### src/rsc_pkg.sv
// constants and types for the reset strap capture block
//
// Behaviour
// [RULE1] boot-hold strap 1 keeps boot application; 0 lets main application load.
// [RULE2] spread strap 0 disables spread-spectrum; 1 applies stored spread settings.
// [RULE3] while power-on reset is low, every strap pin stays undriven.
// [RULE4] each strap is sampled about 1.5 us after reset rises.
// [RULE5] a strap pin may become a debug output only after it was sampled.
// [RULE6] third strap is pulled high on the board and sampled like the others.
// [RULE7] spare test pins are open or pulled low and may serve as debug outputs.
// [RULE8] board ties production test enable to ground.
// [RULE9] reset rising starts self-configuration; low is reset, high is operation.
// [RULE10] captured strap values hold until the next power-on reset.
package rsc_pkg;
   // ==========================================================
   // timing
   localparam int unsigned CLK_PERIOD_PS     = 25000;   // 40 MHz reference
   localparam int unsigned SAMPLE_DELAY_PS   = 1500000; // 1.5 us after release
   localparam int unsigned SAMPLE_DELAY_CYC  =
      (SAMPLE_DELAY_PS / CLK_PERIOD_PS < 1) ? 1 : SAMPLE_DELAY_PS / CLK_PERIOD_PS;
   // ==========================================================
   // pin layout: three straps then five spare pins
   localparam int unsigned STRAP_COUNT       = 3;
   localparam int unsigned STRAP_BOOT_HOLD   = 0;
   localparam int unsigned STRAP_SPREAD      = 1;
   localparam int unsigned STRAP_THIRD       = 2;
   localparam int unsigned SPARE_COUNT       = 5;
   // ==========================================================
   // sequencer states, one-hot
   typedef enum logic [2:0] {
      RSC_ST_RESET = 3'h1,
      RSC_ST_WAIT  = 3'h2,
      RSC_ST_RUN   = 3'h4
   } rsc_state_type;
endpackage : rsc_pkg

### src/rsc_strap_capture.sv
// reset strap capture: samples straps after power-on reset, then allows debug drive
module rsc_strap_capture
   import rsc_pkg::*;
#(
   parameter int unsigned DELAY_CYC = SAMPLE_DELAY_CYC
) (
   // clock and reset
   input  wire logic                   ref_clk_in,
   input  wire logic                   rst_in,
   // power-on reset pin, active low, synchronous to the clock
   input  wire logic                   power_on_reset_n_in,
   // strap pins: boot-hold, spread, third
   input  wire logic [STRAP_COUNT-1:0] strap_pin_in,
   output logic      [STRAP_COUNT-1:0] strap_pin_out,
   output logic      [STRAP_COUNT-1:0] strap_pin_oe_out,
   // spare test pins a..e
   output logic      [SPARE_COUNT-1:0] spare_test_pin_out,
   output logic      [SPARE_COUNT-1:0] spare_test_pin_oe_out,
   // debug drive request from the core
   input  wire logic                   debug_enable_in,
   input  wire logic [STRAP_COUNT-1:0] debug_strap_data_in,
   input  wire logic [SPARE_COUNT-1:0] debug_spare_data_in,
   // decoded configuration
   output logic                        stay_in_boot_out,
   output logic                        load_main_app_out,
   output logic                        spread_enable_out,
   output logic                        third_strap_out,
   output logic                        straps_valid_out,
   output logic                        config_start_out
);
   localparam int unsigned CW = $clog2(DELAY_CYC + 1);
   // one bit wider than the delay counter, so the delay check can saturate above it
   localparam int unsigned GW = CW + 1;

   // ==========================================================
   // elaboration checks
   // a zero delay would sample in the very edge that leaves reset
   if (DELAY_CYC < 1) begin : g_bad_delay
      $error("DELAY_CYC must be at least one");
   end
   // the decode below names three strap positions
   if (STRAP_COUNT < 3) begin : g_bad_straps
      $error("at least three strap pins are needed");
   end
   // the spare group is driven as one word
   if (SPARE_COUNT < 1) begin : g_bad_spares
      $error("at least one spare test pin is needed");
   end

   // ==========================================================
   // helpers
   // strap pad data: zero unless drive is allowed, so a stale word never leaks out
   function automatic logic [STRAP_COUNT-1:0] gate_strap(input logic en, input logic [STRAP_COUNT-1:0] data);
      gate_strap = en ? data : '0;
   endfunction : gate_strap

   // spare pad data, same gating as the straps
   function automatic logic [SPARE_COUNT-1:0] gate_spare(input logic en, input logic [SPARE_COUNT-1:0] data);
      gate_spare = en ? data : '0;
   endfunction : gate_spare

   // decode qualifier: a strap level counts only once the sequencer runs
   function automatic logic qualify(input logic run, input logic level);
      qualify = run && level;
   endfunction : qualify

   // ==========================================================
   // sequencer
   rsc_state_type   state;
   rsc_state_type   next_state;
   logic [CW-1:0]   count;
   logic [STRAP_COUNT-1:0] strap;
   wire  por_low    = ~power_on_reset_n_in;
   wire  count_done = (count == CW'(DELAY_CYC - 1));
   // [RULE4] sample timing
   wire  take       = (state == RSC_ST_WAIT) && count_done && !por_low;
   // [RULE5] drive only once sampled
   wire  drive_ok   = (state == RSC_ST_RUN) && debug_enable_in && !por_low;

   // next state; a low reset pin always returns to reset, even mid-wait
   always_comb begin
      next_state = state;
      case (state)
         RSC_ST_RESET: if (!por_low) next_state = RSC_ST_WAIT;   // [RULE9] rising edge starts
         RSC_ST_WAIT:  if (por_low) next_state = RSC_ST_RESET;
                       else if (count_done) next_state = RSC_ST_RUN;
         RSC_ST_RUN:   if (por_low) next_state = RSC_ST_RESET;
         default:      next_state = RSC_ST_RESET;
      endcase
   end

   // state and delay counter
   always_ff @(posedge ref_clk_in or posedge rst_in) begin
      if (rst_in) begin
         state <= RSC_ST_RESET;
         count <= '0;
      end else begin
         state <= next_state;
         count <= (next_state == RSC_ST_WAIT && state == RSC_ST_WAIT) ? count + CW'(1) : '0;
      end
   end

   // [RULE10] capture held until reset
   // [RULE6] third strap captured alike
   always_ff @(posedge ref_clk_in or posedge rst_in) begin
      if (rst_in) begin
         strap <= '0;
      end else if (take) begin
         strap <= strap_pin_in;
      end
   end

   // ==========================================================
   // outputs, all registered; decode from the value being captured so it lines up with valid
   wire [STRAP_COUNT-1:0] next_strap = take ? strap_pin_in : strap;
   // decodes stay low until the run state, so the core never acts on a floating pad
   wire                   next_run        = (next_state == RSC_ST_RUN);
   // [RULE1] boot hold decode
   wire                   next_stay       = qualify(next_run, next_strap[STRAP_BOOT_HOLD]);
   wire                   next_load       = qualify(next_run, !next_strap[STRAP_BOOT_HOLD]);
   // [RULE2] spread decode
   wire                   next_spread     = qualify(next_run, next_strap[STRAP_SPREAD]);
   // [RULE6] third strap decode
   wire                   next_third      = qualify(next_run, next_strap[STRAP_THIRD]);
   // [RULE3] undriven during reset
   wire [STRAP_COUNT-1:0] next_strap_oe   = {STRAP_COUNT{drive_ok}};
   wire [STRAP_COUNT-1:0] next_strap_data = gate_strap(drive_ok, debug_strap_data_in);
   // [RULE7] spare pins as debug outputs
   wire [SPARE_COUNT-1:0] next_spare_oe   = {SPARE_COUNT{drive_ok}};
   wire [SPARE_COUNT-1:0] next_spare_data = gate_spare(drive_ok, debug_spare_data_in);

   always_ff @(posedge ref_clk_in or posedge rst_in) begin
      if (rst_in) begin
         stay_in_boot_out      <= 1'b0;
         load_main_app_out     <= 1'b0;
         spread_enable_out     <= 1'b0;
         third_strap_out       <= 1'b0;
         straps_valid_out      <= 1'b0;
         config_start_out      <= 1'b0;
         strap_pin_out         <= '0;
         strap_pin_oe_out      <= '0;
         spare_test_pin_out    <= '0;
         spare_test_pin_oe_out <= '0;
      end else begin
         // [RULE1] boot hold decode
         stay_in_boot_out      <= next_stay;
         load_main_app_out     <= next_load;
         // [RULE2] spread decode
         spread_enable_out     <= next_spread;
         third_strap_out       <= next_third;
         straps_valid_out      <= next_run;
         // [RULE9] one pulse on reset release
         config_start_out      <= (state == RSC_ST_RESET) && !por_low;
         // [RULE3] undriven during reset
         strap_pin_oe_out      <= next_strap_oe;
         strap_pin_out         <= next_strap_data;
         // [RULE7] spare pins as debug outputs
         spare_test_pin_oe_out <= next_spare_oe;
         spare_test_pin_out    <= next_spare_data;
      end
   end

   // ==========================================================
   // checks
   chk_no_drive_reset: assert property (@(posedge ref_clk_in) disable iff (rst_in) // [RULE3]
      $past(por_low) |-> strap_pin_oe_out == '0) else $error("strap pin driven during reset");
   chk_drive_after_sample: assert property (@(posedge ref_clk_in) disable iff (rst_in) // [RULE5]
      strap_pin_oe_out != '0 |-> straps_valid_out) else $error("strap pin driven before sample");
   // cycles seen since the start pulse, saturating; kept apart from the sequencer
   // so the delay check does not lean on the counter that it judges
   logic [GW-1:0] gap;
   always_ff @(posedge ref_clk_in or posedge rst_in) begin
      if (rst_in) begin
         gap <= '0;
      end else if (config_start_out) begin
         gap <= GW'(1);
      end else if (gap != '0 && gap != '1) begin
         gap <= gap + GW'(1);
      end
   end
   // [RULE4] sample delay count
   chk_sample_delay: assert property (@(posedge ref_clk_in) disable iff (rst_in) // [RULE4]
      $rose(straps_valid_out) |-> gap == GW'(DELAY_CYC)) else $error("sample delay wrong");
   chk_boot_decode: assert property (@(posedge ref_clk_in) disable iff (rst_in) // [RULE1]
      straps_valid_out |-> stay_in_boot_out != load_main_app_out) else $error("boot decode wrong");
   chk_hold_value: assert property (@(posedge ref_clk_in) disable iff (rst_in) // [RULE10]
      straps_valid_out && $past(straps_valid_out) |-> $stable(spread_enable_out) && $stable(stay_in_boot_out))
      else $error("captured strap changed");
   chk_spread_take: assert property (@(posedge ref_clk_in) disable iff (rst_in) // [RULE2]
      take |=> spread_enable_out == $past(strap_pin_in[STRAP_SPREAD])) else $error("spread decode wrong");
   chk_third_take: assert property (@(posedge ref_clk_in) disable iff (rst_in) // [RULE6]
      take |=> third_strap_out == $past(strap_pin_in[STRAP_THIRD])) else $error("third strap wrong");
   chk_spare_drive: assert property (@(posedge ref_clk_in) disable iff (rst_in) // [RULE7]
      spare_test_pin_oe_out != '0 |-> straps_valid_out) else $error("spare pin driven early");
   chk_start_pulse: assert property (@(posedge ref_clk_in) disable iff (rst_in) // [RULE9]
      config_start_out |=> !config_start_out) else $error("start not a pulse");
   // [RULE7] spare pins idle in reset
   chk_spare_reset: assert property (@(posedge ref_clk_in) disable iff (rst_in) // [RULE7]
      $past(por_low) |-> spare_test_pin_oe_out == '0) else $error("spare pin driven during reset");
   // [RULE1] decodes quiet until valid
   chk_decode_quiet: assert property (@(posedge ref_clk_in) disable iff (rst_in) // [RULE1]
      !straps_valid_out |-> !stay_in_boot_out && !load_main_app_out && !spread_enable_out && !third_strap_out)
      else $error("decode before capture");
   // [RULE9] low pin means reset
   chk_valid_drop: assert property (@(posedge ref_clk_in) disable iff (rst_in) // [RULE9]
      $past(por_low) |-> !straps_valid_out) else $error("valid kept during reset");
   // [RULE9] start only on release
   chk_start_release: assert property (@(posedge ref_clk_in) disable iff (rst_in) // [RULE9]
      config_start_out |-> !$past(por_low)) else $error("start without release");
   // [RULE1] boot strap taken as seen
   chk_boot_take: assert property (@(posedge ref_clk_in) disable iff (rst_in) // [RULE1]
      take |=> stay_in_boot_out == $past(strap_pin_in[STRAP_BOOT_HOLD])) else $error("boot strap wrong");
   // [RULE10] remaining decodes held
   chk_hold_rest: assert property (@(posedge ref_clk_in) disable iff (rst_in) // [RULE10]
      straps_valid_out && $past(straps_valid_out) |-> $stable(third_strap_out) && $stable(load_main_app_out))
      else $error("captured strap changed");
   // [RULE5] debug drive granted once sampled
   chk_debug_grant: assert property (@(posedge ref_clk_in) disable iff (rst_in) // [RULE5]
      straps_valid_out && debug_enable_in && !por_low |=> strap_pin_oe_out == '1 && spare_test_pin_oe_out == '1)
      else $error("debug drive not granted");
   // [RULE9] low pin in wait restarts
   chk_wait_restart: assert property (@(posedge ref_clk_in) disable iff (rst_in) // [RULE9]
      state == RSC_ST_WAIT && por_low |=> state == RSC_ST_RESET) else $error("wait not restarted");
endmodule : rsc_strap_capture

### config.mk
export PLATFORM = sky130hd
export DESIGN_NAME = rsc_strap_capture
export DESIGN_NICKNAME = d
export VERILOG_FILES = /design/src/rsc_pkg.sv /design/src/rsc_strap_capture.sv
export SDC_FILE = /design/constraint.sdc
export NUM_CORES = 1
export LEC_CHECK = 0
export BUFFER_PORTS_ARGS = -buffer_cell sky130_fd_sc_hd__buf_4
export CORE_UTILIZATION = 43
export DETAILED_ROUTE_END_ITERATION = 10
export PLACE_DENSITY = 0.67
export SETUP_SLACK_MARGIN = 0.3
export SKIP_LAST_GASP = 1
export SLEW_MARGIN = 10
export SYNTH_ARGS = -nofsm -noshare
export SYNTH_HDL_FRONTEND = slang
export SYNTH_SLANG_ARGS = --single-unit
### constraint.sdc
create_clock -name ref_clk_in -period 1.9 [get_ports ref_clk_in]
set_input_delay 0.38 -clock ref_clk_in [delete_from_list [all_inputs] [get_ports ref_clk_in]]
set_output_delay 0.38 -clock ref_clk_in [all_outputs]
set_load 0.02 [all_outputs]
; ---- After elaboration in Yosys (flattened, before gate mapping)
; Cells that the tools add are included.
[classes]
reduce_logical = 11
eq_ne = 6
add_sub_neg = 1
n_mux = 9
[op_table]
columns = cell, count
row1 = $mux W3, 6
row2 = $logic_and A1 B1 Y1, 10
row3 = $pmux W3 S3, 1
row4 = $add A6 B1 Y6 const B, 1
row5 = $eq A3 B2 Y1 const B, 2
row6 = $eq A3 B3 Y1 const B, 2
row7 = $eq A6 B6 Y1 const B, 1
row8 = $mux W6, 1
row9 = $mux W5, 1
row10 = $eq A3 B1 Y1 const B, 1
row11 = $logic_not A1 Y1, 1
[totals]
output_inout_bits = 22
in_bits = 15
wordCells = 40
reg_bits = 28

; ---- Logic depth before layout (Yosys ltp)
; Gate-level depths: netlist (run 1).
[depth]
ltp_word = 7
mapped_depth = 5
mapped_depth_nobuf = 4

; ---- Worst setup path after synthesis (run 1)
; OpenSTA, ideal clock, no wires.
[synth_timing]
path_type = register -> register
start = register count[0]
end = register strap[0]
t_required_ns = 1.775
setup_ns = 0.125
path_buffers = 1
path_slack_ns = 0.315
period_less_slack_ns = 1.585
arrival_ns = 1.460
path_stages_with_launch = 6
cell_sequence = dfrtp_1 ha_1 nand4_1 or3b_1 buf_2 mux2_4
[synth_via]
elab_chain_cells = 4
[synth_rtl]
columns = item, line
row1 = "start, declared", rsc_strap_capture.sv:71  ; logic [CW-1:0] count;
row2 = "start signal, assigned", rsc_strap_capture.sv:99  ; count <= (next_state == RSC_ST_WAIT && state == RSC_ST_WAIT) ? count + CW'(1) : '0;
row3 = $eq A6 B6 Y1, rsc_strap_capture.sv:74  ; wire count_done = (count == CW'(DELAY_CYC - 1));
row4 = $logic_and A1 B1 Y1 (2 in a row), rsc_strap_capture.sv:76  ; wire take = (state == RSC_ST_WAIT) && count_done && !por_low;
row5 = $mux W3, n/a
row6 = net next_strap[0], rsc_strap_capture.sv:115  ; wire [STRAP_COUNT-1:0] next_strap = take ? strap_pin_in : strap;
row7 = "end signal, assigned", rsc_strap_capture.sv:109  ; strap <= strap_pin_in;
row8 = "end, declared", rsc_strap_capture.sv:72  ; logic [STRAP_COUNT-1:0] strap;
; The timed path passes the listed nets, and every way through them passes these cells.

; ---- Final worst setup path (run 1)
[layout_timing]
start = register state[2]
end = register strap[0]
[layout_via]
elab_chain_cells = 4
[layout_rtl]
columns = item, line
row1 = "start, declared", rsc_strap_capture.sv:69  ; rsc_state_type state;
row2 = "start signal, assigned", rsc_strap_capture.sv:98  ; state <= next_state;
row3 = $eq A3 B2 Y1, rsc_strap_capture.sv:76
row4 = $logic_and A1 B1 Y1 (2 in a row), rsc_strap_capture.sv:76
row5 = $mux W3, n/a
row6 = net next_strap[0], rsc_strap_capture.sv:115
; The timed path passes the listed nets, and every way through them passes these cells.

==> results of run 1 <==
-- worst reg2reg max path: stages, from the launching register on --
cell and delay (ps):
dfrtp_1 420, and4bb_1 300, or3b_4 440, mux2_4 310
-- cell type report --
class	count	area, um^2	share of cell area (%)
Sequential cell	27	677	47.9
Multi-Input combinational cell	45	344	24.4
Timing Repair Buffer	43	323	22.9
Tap cell	28	35.0	2.48
Clock buffer	4	26.3	1.86
Inverter	2	7.51	0.531
-- where the power goes --
| part | internal (uW) | total (uW) | switching (uW) |
|---|---|---|---|
| Combinational | 40.5 | 73.5 | 33.0 |
| Sequential | 590 | 601 | 11.8 |
| Clock | 81.8 | 240 | 158 |
-- metal layers --
layer	vias to the layer above	track usage, %	wire length, um	part of all wire, %
met4	0	5.41	11	0.59
met2	26	27.8	931	50
met1	355	19.6	808	43
li1	354	-	-	-
met3	2	4.09	119	6.4
met5	-	0	0	0
-- Yosys cell counts, drive strengths merged --
library cell and number:
xnor2 1, nor2 5, nor4bb 1, inv 2, dfstp 1, xor2 3
ha 1, or3 1, and3 8, o211ai 1, nand4 1, a21oi 1
mux2 3, a22o 3, nand2b 4, clkbuf 1, or3b 1, nand2 1
and4bb 2, nand3 2, and2 1, dfrtp 26, o21ai 4, nor3b 1
buf 8
-- metrics by stage --
| step | cell area (um^2) | instances | hold WS [ps] |
|---|---|---|---|
| after floorplan | 1070 | 83 | 432 |
| after global placement | 1330 | 139 | 443 |
| after detailed placement | 1330 | 139 | 453 |
| after CTS | 1380 | 146 | 112 |
| after global routing | 1410 | 149 | 114 |
| final | 1410 | 149 | 107 |
-- cell families after synthesis --
logic type	count (synthesis)	share of synthesized area [%]
DFF	27	63.0
and+or+nand+nor	28	16.5
xor gates and xnor gates	4	3.26
adders and majority gates	1	1.16
buffers and inverters	11	6.40
AOI/OAI and AO/OA	9	5.47
muxes	3	4.19
-- path summary, 6_finish.rpt --
kind	endpoint	startpoint	slack, ps
min in group ref_clk_in	state[0]$_DFF_PP1_	power_on_reset_n_in	240
worst max-delay path	strap[0]$_DFF_PP0_	state[2]$_DFF_PP0_	340
max in group asynchronous	state[0]$_DFF_PP1_	rst_in	1500
worst min-delay path	strap_pin_out[1]$_DFF_PP0_	rst_in	110
worst min register to register	strap[1]$_DFF_PP0_	strap[1]$_DFF_PP0_	540
worst max register to register	strap[0]$_DFF_PP0_	state[2]$_DFF_PP0_	340
-- what timing repair did --
item / CTS / global route
setup endpoints to repair: 3 / 7
gates resized for setup: 1 / 2
setup buffers: 3 / 3
gates cloned: 0 / 0
pin swaps: 3 / 1
-- sequential cells by signal, indices dropped and copies added (netlist names) --
signal                 cells
count                      6
spare_test_pin_out         5
state                      3
strap                      3
strap_pin_out              3
config_start_out           1
load_main_app_out          1
spare_test_pin_oe_out      1
spread_enable_out          1
stay_in_boot_out           1
straps_valid_out           1
third_strap_out            1
==> impl_metrics.env, run 1 <==
export IMPL_final_cell_mix="buf_4, dfrtp_1, and3_1, nor2_1, nand2b_1"
export IMPL_hold_violations=0
export IMPL_grt_max_degree=28
export IMPL_synth_top_area_share_pct=60.5
export IMPL_drc=0
export IMPL_required_ps=2110
export IMPL_die_h_um=52.0
export IMPL_outcome="finished clean"
export IMPL_die_w_um=52.0
export IMPL_coreArea_mm2=0.00228
export IMPL_syn_area_per_cell_um2=12.9
export IMPL_worstMarginPinSlew_ps=464
export IMPL_fin_util_pct=62.1
export IMPL_max_cap_violations=0
export IMPL_synthTopCellsByArea="dfrtp_1, buf_4, and3_1"
export IMPL_overflow=0
export IMPL_cp_cell_sequence="and4bb_1, or3b_4, mux2_4"
export IMPL_cts_root_buf="clkbuf_4"
export IMPL_synthCells=83
export IMPL_power_uw=915
export IMPL_clock_path_buffers=2
export IMPL_cp_arrival_ps=1780
export IMPL_min_period_over_period_pct=82.2
export IMPL_clk_pin_slew_worst_paths_ps=140
export IMPL_cts_sink_count=27
export IMPL_drive_gt1_share_pct=43.8
export IMPL_worstRegToRegCells=3
export IMPL_critPathMaxStageDelay_ps=440
export IMPL_setup_viol=0
export IMPL_end_kind="flop"
export IMPL_num_rows=17
export IMPL_post_route_min_period_ps=1560
export IMPL_grt_first_pass_wirelength_um=3220
export IMPL_diodes=0
export IMPL_antenna_left=0
export IMPL_ys_seq_elements=27
export IMPL_crit_family="simple AND/OR/NAND/NOR gates"
export IMPL_yosys_area_top_type="dfrtp_1"
export IMPL_synthesis_area_mm2=0.00107
export IMPL_cts_tree="done"
export IMPL_fin_nets=138
export IMPL_first_pass_iters=2
export IMPL_worst_slack_ps=338
export IMPL_holdCritPathClass="input port to asynchronous set/reset pin"
export IMPL_cp_max_fo=5
export IMPL_drt_iter0_markers=4
export IMPL_fill_cells=184
export IMPL_cellLeakagePower_uw=0.000776
export IMPL_ctsHtreeMaxLevel=1
export IMPL_max_slew_margin_pct=68.9
export IMPL_io_pins=37
export IMPL_cts_made_buffers=3
export IMPL_yosysSeqAreaShare_pct=63.0
export IMPL_start_kind="flop"
export IMPL_fp_dieArea_mm2=0.00270
export IMPL_fin_worst_skew_ps=3.49
export IMPL_syn_num_nets=99
export IMPL_fin_setup_tns_ps=0
export IMPL_grt_usage_pct=16.2
export IMPL_cp_depth=3
export IMPL_vias=737
export IMPL_dp_final_hpwl_um=1310
export IMPL_pre_cts_ws_ps=210
export IMPL_final_common_cell="buf_4"
export IMPL_ys_types=28
export IMPL_area_growth_syn_to_layout_pct=31.4
export IMPL_port_buffers=36
export IMPL_rsz0062_at_grt="true"
export IMPL_insertion_delay_ps=310
export IMPL_crit_slowest_cell="or3b_4"
export IMPL_antenna_found_initial=0
export IMPL_avgRoutedWirePerCell_um=12.6
export IMPL_routed_via_density=4.95
export IMPL_yosysWarnings=0
export IMPL_gp_congestion=0.651
export IMPL_crit_type="flop to flop"
export IMPL_ir_drop_v=0.000397
export IMPL_power_density_mw_per_mm2=648
export IMPL_critPathBufInv=0
export IMPL_drt_total_wl_um=1870
export IMPL_fmax_mhz=640
export IMPL_holdBufCountCts=0
export IMPL_grt_pass1_vias=739
export IMPL_start_util_pct=47.2
export IMPL_slew_violations=0
Note: power is estimated with default switching activity, not from simulation.
==> run 2: changes to the inputs <==
Settings changed: ABC_AREA set to 1, PLACE_DENSITY 0.67 to 0.66.
Clock period 1.9 ns to 1.6 ns, I/O delays scaled along.
==> impl_metrics.env, run 2 <==
export IMPL_min_period_over_period_pct=79.4
export IMPL_yosysSeqAreaShare_pct=57.3
export IMPL_routed_via_density=4.41
export IMPL_syn_num_nets=135
export IMPL_cp_max_fo=8
export IMPL_met3_usage_pct=2.78
export IMPL_synth_most_common_cell="inv_1"
export IMPL_synth_top_area_share_pct=55.1
export IMPL_first_pass_iters=4
export IMPL_ys_top_cells_by_count="inv_1, dfrtp_1, nor2_1, nand2_1, nand3_1"
export IMPL_synth_ff_type="dfrtp_1"
export IMPL_intPower_uw=843
export IMPL_cp_depth=1
export IMPL_port_buffers=36
export IMPL_top_register="count"
export IMPL_die_w_um=54.4
export IMPL_synth_edf_count=0
export IMPL_area_growth_syn_to_layout_pct=27.5
export IMPL_drive_gt1_share_pct=38.1
export IMPL_antenna_found_initial=0
export IMPL_rsz0062_at_grt="true"
export IMPL_reg_top3="count x6, spare_test_pin_out x5"
export IMPL_synthCells=119
export IMPL_num_rows=18
export IMPL_avgRoutedWirePerCell_um=10.8
export IMPL_gr_usage_met1_pct=16.3
export IMPL_critPathMaxStageDelay_ps=470
export IMPL_cts_sink_count=27
export IMPL_cp_arrival_ps=950
export IMPL_clock_path_buffers=2
export IMPL_fin_setup_tns_ps=0
export IMPL_cp_cell_sequence="buf_4"
export IMPL_dp_final_hpwl_um=1490
export IMPL_grtUsageMet2_pct=27.0
export IMPL_ys_types=19
export IMPL_fin_nets=172
export IMPL_largest_register_ffs=6
export IMPL_max_slew_margin_pct=78.1
export IMPL_drt_iter0_markers=5
export IMPL_syn_area_per_cell_um2=9.93
export IMPL_cellLeakagePower_uw=0.000892
export IMPL_drt_total_wl_um=2000
export IMPL_grt_busiest_layer="met2"
export IMPL_end_kind="output pin"
export IMPL_ir_drop_v=0.000508
export IMPL_grt_max_degree=28
export IMPL_seqPwrFrac_pct=64.6
export IMPL_outcome="finished clean"
export IMPL_grt_usage_pct=14.6
export IMPL_antenna_left=0
export IMPL_final_common_cell="buf_4"
export IMPL_max_cap_violations=0
export IMPL_crit_family="flip-flops"
export IMPL_worstRegToRegCells=6
export IMPL_drc=0
export IMPL_power_uw=1090
export IMPL_fp_dieArea_mm2=0.00296
export IMPL_io_pins=37
export IMPL_fin_worst_skew_ps=5.00
export IMPL_start_kind="flop"
export IMPL_overflow=0
export IMPL_cts_tree="done"
export IMPL_comb_power_share_pct=9.8
export IMPL_worstMarginPinSlew_ps=329
export IMPL_fmax_mhz=787
export IMPL_critPathBufInv=1
export IMPL_synthesis_area_mm2=0.00118
export IMPL_holdCritPathClass="input port to asynchronous set/reset pin"
export IMPL_synthTopCellsByArea="dfrtp_1, inv_1, nor2_1"
export IMPL_cts_made_buffers=3
export IMPL_p_sw_share_pct=22.9
export IMPL_whs_ps=50.1
export IMPL_async_flop_share_pct=100
export IMPL_coreArea_mm2=0.00254
export IMPL_yosysWarnings=0
export IMPL_gp_congestion=0.637
export IMPL_fill_cells=225
export IMPL_insertion_delay_ps=310
export IMPL_required_ps=1280
export IMPL_p_clk_share_pct=25.5
export IMPL_final_cell_mix="buf_4, inv_1, dfrtp_1, nor2_1, nand2_1"
export IMPL_grt_first_pass_wirelength_um=3020
export IMPL_die_h_um=54.4
export IMPL_start_util_pct=46.4
export IMPL_crit_slowest_cell="dfrtp_2"
export IMPL_grt_pass1_vias=762
export IMPL_crit_type="flop to output pin"
export IMPL_post_route_min_period_ps=1270
export IMPL_power_switching_uw=251
export IMPL_ys_seq_elements=27
export IMPL_slew_violations=0
export IMPL_diodes=0
export IMPL_cts_root_buf="clkbuf_4"
export IMPL_ctsHtreeMaxLevel=1
export IMPL_yosys_area_top_type="dfrtp_1"
export IMPL_setup_viol=0
export IMPL_power_density_mw_per_mm2=726
export IMPL_vias=815
export IMPL_clk_pin_slew_worst_paths_ps=130
export IMPL_hold_violations=0
[run 2: cells by family after synthesis]
| logic type | after synthesis | synth area share (%) |
|---|---|---|
| buffers and inverters | 36 | 13.7 |
| AOI/OAI and AO/OA | 3 | 2.54 |
| adders and majority gates | 1 | 1.06 |
| and+or+nand+nor | 50 | 23.9 |
| DFF | 27 | 57.3 |
| xor gates and xnor gates | 2 | 1.48 |
[run 2: area by class of cell]
class | count | area [um^2] | area share, %
well taps | 30 | 37.5 | 2.49
repair buffers | 39 | 293 | 19.4
inverters | 29 | 109 | 7.23
flip-flops and latches | 27 | 678 | 45.0
multi-input cells | 56 | 363 | 24.1
clock buffers | 4 | 26.3 | 1.74
[run 2: metrics by stage]
stage,std cells,utilization [%],instance area (um^2),setup slack [ps]
after floorplan,119,-,1180,428
after global placement,179,56.7,1440,345
after detailed placement,179,56.7,1440,302
after CTS,183,58.1,1480,299
after global routing,185,59.2,1510,276
final,185,59.2,1510,329
[run 2: what timing repair did]
action,4_1_cts,5_1_grt
pin swaps,0,2
gates resized for setup,2,2
buffers inserted,0,2
hold buffers,0,0
endpoints found under the setup margin,9,20
[run 2: power by group through the flow]
| stage | Clock (uW) | Sequential, uW | Combinational [uW] |
|---|---|---|---|
| after floorplan | 0 | 723 | 53.0 |
| after global placement | 0 | 719 | 101 |
| after detailed placement | 0 | 720 | 104 |
| after CTS | 300 | 707 | 107 |
| after global routing | 315 | 708 | 121 |
| final | 279 | 707 | 107 |
[run 2: worst paths after layout]
check,start,endpoint,slack [ps]
max,spare_test_pin_oe_out[0]$_DFF_PP0_,spare_test_pin_oe_out[4],330
min,rst_in,strap[0]$_DFF_PP0_,50
max reg2reg,count[1]$_DFF_PP0_,spread_enable_out$_DFF_PP0_,350
min reg2reg,strap[0]$_DFF_PP0_,strap[0]$_DFF_PP0_,530
max in group asynchronous,rst_in,state[0]$_DFF_PP1_,1260
min in group ref_clk_in,power_on_reset_n_in,state[0]$_DFF_PP1_,120
[run 2: routing by layer]
layer  vias to the layer above  share of wire (%)
met5                         -                  0
met4                         0               0.60
met3                         2                4.6
met2                        21                 52
met1                       382                 42
li1                        410                  -
==> run 3: changes to the inputs <==
Settings changed: PLACE_DENSITY 0.66 to 0.69.
Clock period 1.6 ns to 1.05 ns, I/O delays scaled along.
==> impl_metrics.env, run 3 (same netlist as run 2, synthesis figures left out) <==
export IMPL_num_rows=18
export IMPL_multi_input_area_um2=494
export IMPL_cts_tree="done"
export IMPL_critPathBufInv=1
export IMPL_io_pins=37
export IMPL_rsz0062_at_grt="true"
export IMPL_port_buffers=36
export IMPL_min_period_over_period_pct=116
export IMPL_fmax_mhz=822
export IMPL_antenna_left=0
export IMPL_final_cell_mix="buf_6, dfrtp_1, inv_1, buf_4, nor2_1"
export IMPL_fin_worst_skew_ps=7.89
export IMPL_holdCritPathClass="input port to flop"
export IMPL_diodes=0
export IMPL_overflow=0
export IMPL_grt_max_degree=28
export IMPL_hold_violations=0
export IMPL_crit_family="flip-flops"
export IMPL_worstMarginPinSlew_ps=261
export IMPL_cellLeakagePower_uw=0.00101
export IMPL_worst_slack_ps=-167
export IMPL_routed_via_density=4.49
export IMPL_fin_setup_tns_ps=-3710
export IMPL_end_kind="output pin"
export IMPL_final_common_cell="buf_6"
export IMPL_first_pass_iters=3
export IMPL_hp_start="debug_strap_data_in[1]"
export IMPL_die_h_um=54.4
export IMPL_top_register="count"
export IMPL_register_area_um2=678
export IMPL_outcome="finished with violations"
export IMPL_power_density_mw_per_mm2=985
export IMPL_largest_register_ffs=6
export IMPL_required_ps=840
export IMPL_max_slew_margin_pct=82.6
export IMPL_area_growth_syn_to_layout_pct=57.8
export IMPL_cts_made_buffers=3
export IMPL_drt_total_wl_um=2380
export IMPL_ir_drop_v=0.000853
export IMPL_start_kind="flop"
export IMPL_rr_startpoint="count[1]$_DFF_PP0_"
export IMPL_start_util_pct=46.4
export IMPL_insertion_delay_ps=320
export IMPL_min_delay_path_depth=3
export IMPL_coreArea_mm2=0.00254
export IMPL_grt_pass1_vias=850
export IMPL_gp_congestion=0.748
export IMPL_setup_viol=47
export IMPL_avgRoutedWirePerCell_um=12.0
export IMPL_drive_gt1_share_pct=59.8
export IMPL_worstRegToRegCells=7
export IMPL_reg2reg_slack_ps=-150
export IMPL_fin_util_pct=73.3
export IMPL_violations="setup timing"
export IMPL_grt_usage_pct=17.6
export IMPL_drc=0
export IMPL_cp_cell_sequence="buf_6"
export IMPL_dp_final_hpwl_um=1550
export IMPL_crit_type="flop to output pin"
export IMPL_worstHoldEndpoint="strap_pin_out[1]$_DFF_PP0_"
export IMPL_grt_first_pass_wirelength_um=3480
export IMPL_fp_dieArea_mm2=0.00296
export IMPL_reg_top3="count x6, spare_test_pin_out x5"
export IMPL_clock_path_buffers=2
export IMPL_post_route_min_period_ps=1220
export IMPL_ctsHtreeMaxLevel=1
export IMPL_die_w_um=54.4
export IMPL_clk_pin_slew_worst_paths_ps=140
export IMPL_max_cap_violations=0
export IMPL_fill_cells=184
export IMPL_cp_startpoint="spare_test_pin_oe_out[0]$_DFF_PP0_"
export IMPL_vias=893
export IMPL_crit_slowest_cell="dfrtp_2"
export IMPL_r2r_end="spread_enable_out$_DFF_PP0_"
export IMPL_cts_root_buf="clkbuf_4"
export IMPL_cp_arrival_ps=1010
export IMPL_critPathMaxStageDelay_ps=520
export IMPL_cp_max_fo=8
export IMPL_fin_nets=186
export IMPL_cts_sink_count=27
export IMPL_slew_violations=0
export IMPL_drt_iter0_markers=2
export IMPL_antenna_found_initial=0
==> run 3: changes by cell type in the layout (fill, tap and decap cells not counted), sizes merged <==
cell         change
clkbuf           -1
dlygate4sd3      +2
nand2            +1
buf             +11
clkinvlp         +2
inv              -1
==> run 3: area by class of cell <==
cell class	count	share of cell area [%]
flip-flops and latches	27	36.4
repair buffers	52	27.3
multi-input cells	57	26.5
inverters	29	6.17
well taps	30	2.01
clock buffers	3	1.21
clock inverters	1	0.403
==> run 3: repair_timing <==
item                                    4_1_cts  5_1_grt
gates resized for setup                      36       24
hold buffers                                  2        0
gates cloned                                  1        0
setup buffers                                 3        2
endpoints found under the setup margin       49       49
endpoints found under the hold margin        27        0
pin swaps                                    14       12
==> run 3: through the flow <==
stage                     power [uW]  area (um^2)  std cells  hold slack [ps]  worst slack (ps)
after floorplan                 1200         1250        119              106             -78.9
after global placement          1290         1560        187              241              -107
after detailed placement        1300         1560        187              253              -144
after CTS                       1830         1770        197             76.7              -146
after global routing            1920         1860        199             82.4              -250
final                           1840         1860        199             90.8              -167
==> run 3: routing by layer <==
| layer | vias up | track usage (%) | wire length (um) | share of wire, % |
|---|---|---|---|---|
| met5 | - | 0 | 0 | 0 |
| met1 | 411 | 17.6 | 892 | 37 |
| met2 | 31 | 34.3 | 1320 | 55 |
| met4 | 0 | 8.97 | 43 | 1.8 |
| li1 | 446 | - | - | - |
| met3 | 5 | 2.50 | 127 | 5.3 |
==> run 3: worst max path at each step <==
stage / to / cells past startpoint
finish: spare_test_pin_oe_out[1] / 1
global route: third_strap_out$_DFF_PP0_ / 7
CTS: spare_test_pin_oe_out[4] / 1
detailed placement: spare_test_pin_out[4]$_DFF_PP0_ / 5
global placement: third_strap_out$_DFF_PP0_ / 6
floorplan: spread_enable_out$_DFF_PP0_ / 6
==> run 3: report_power, final <==
group	switching, uW	internal, uW
logic	145	156
clock network	301	146
registers	21.9	1070
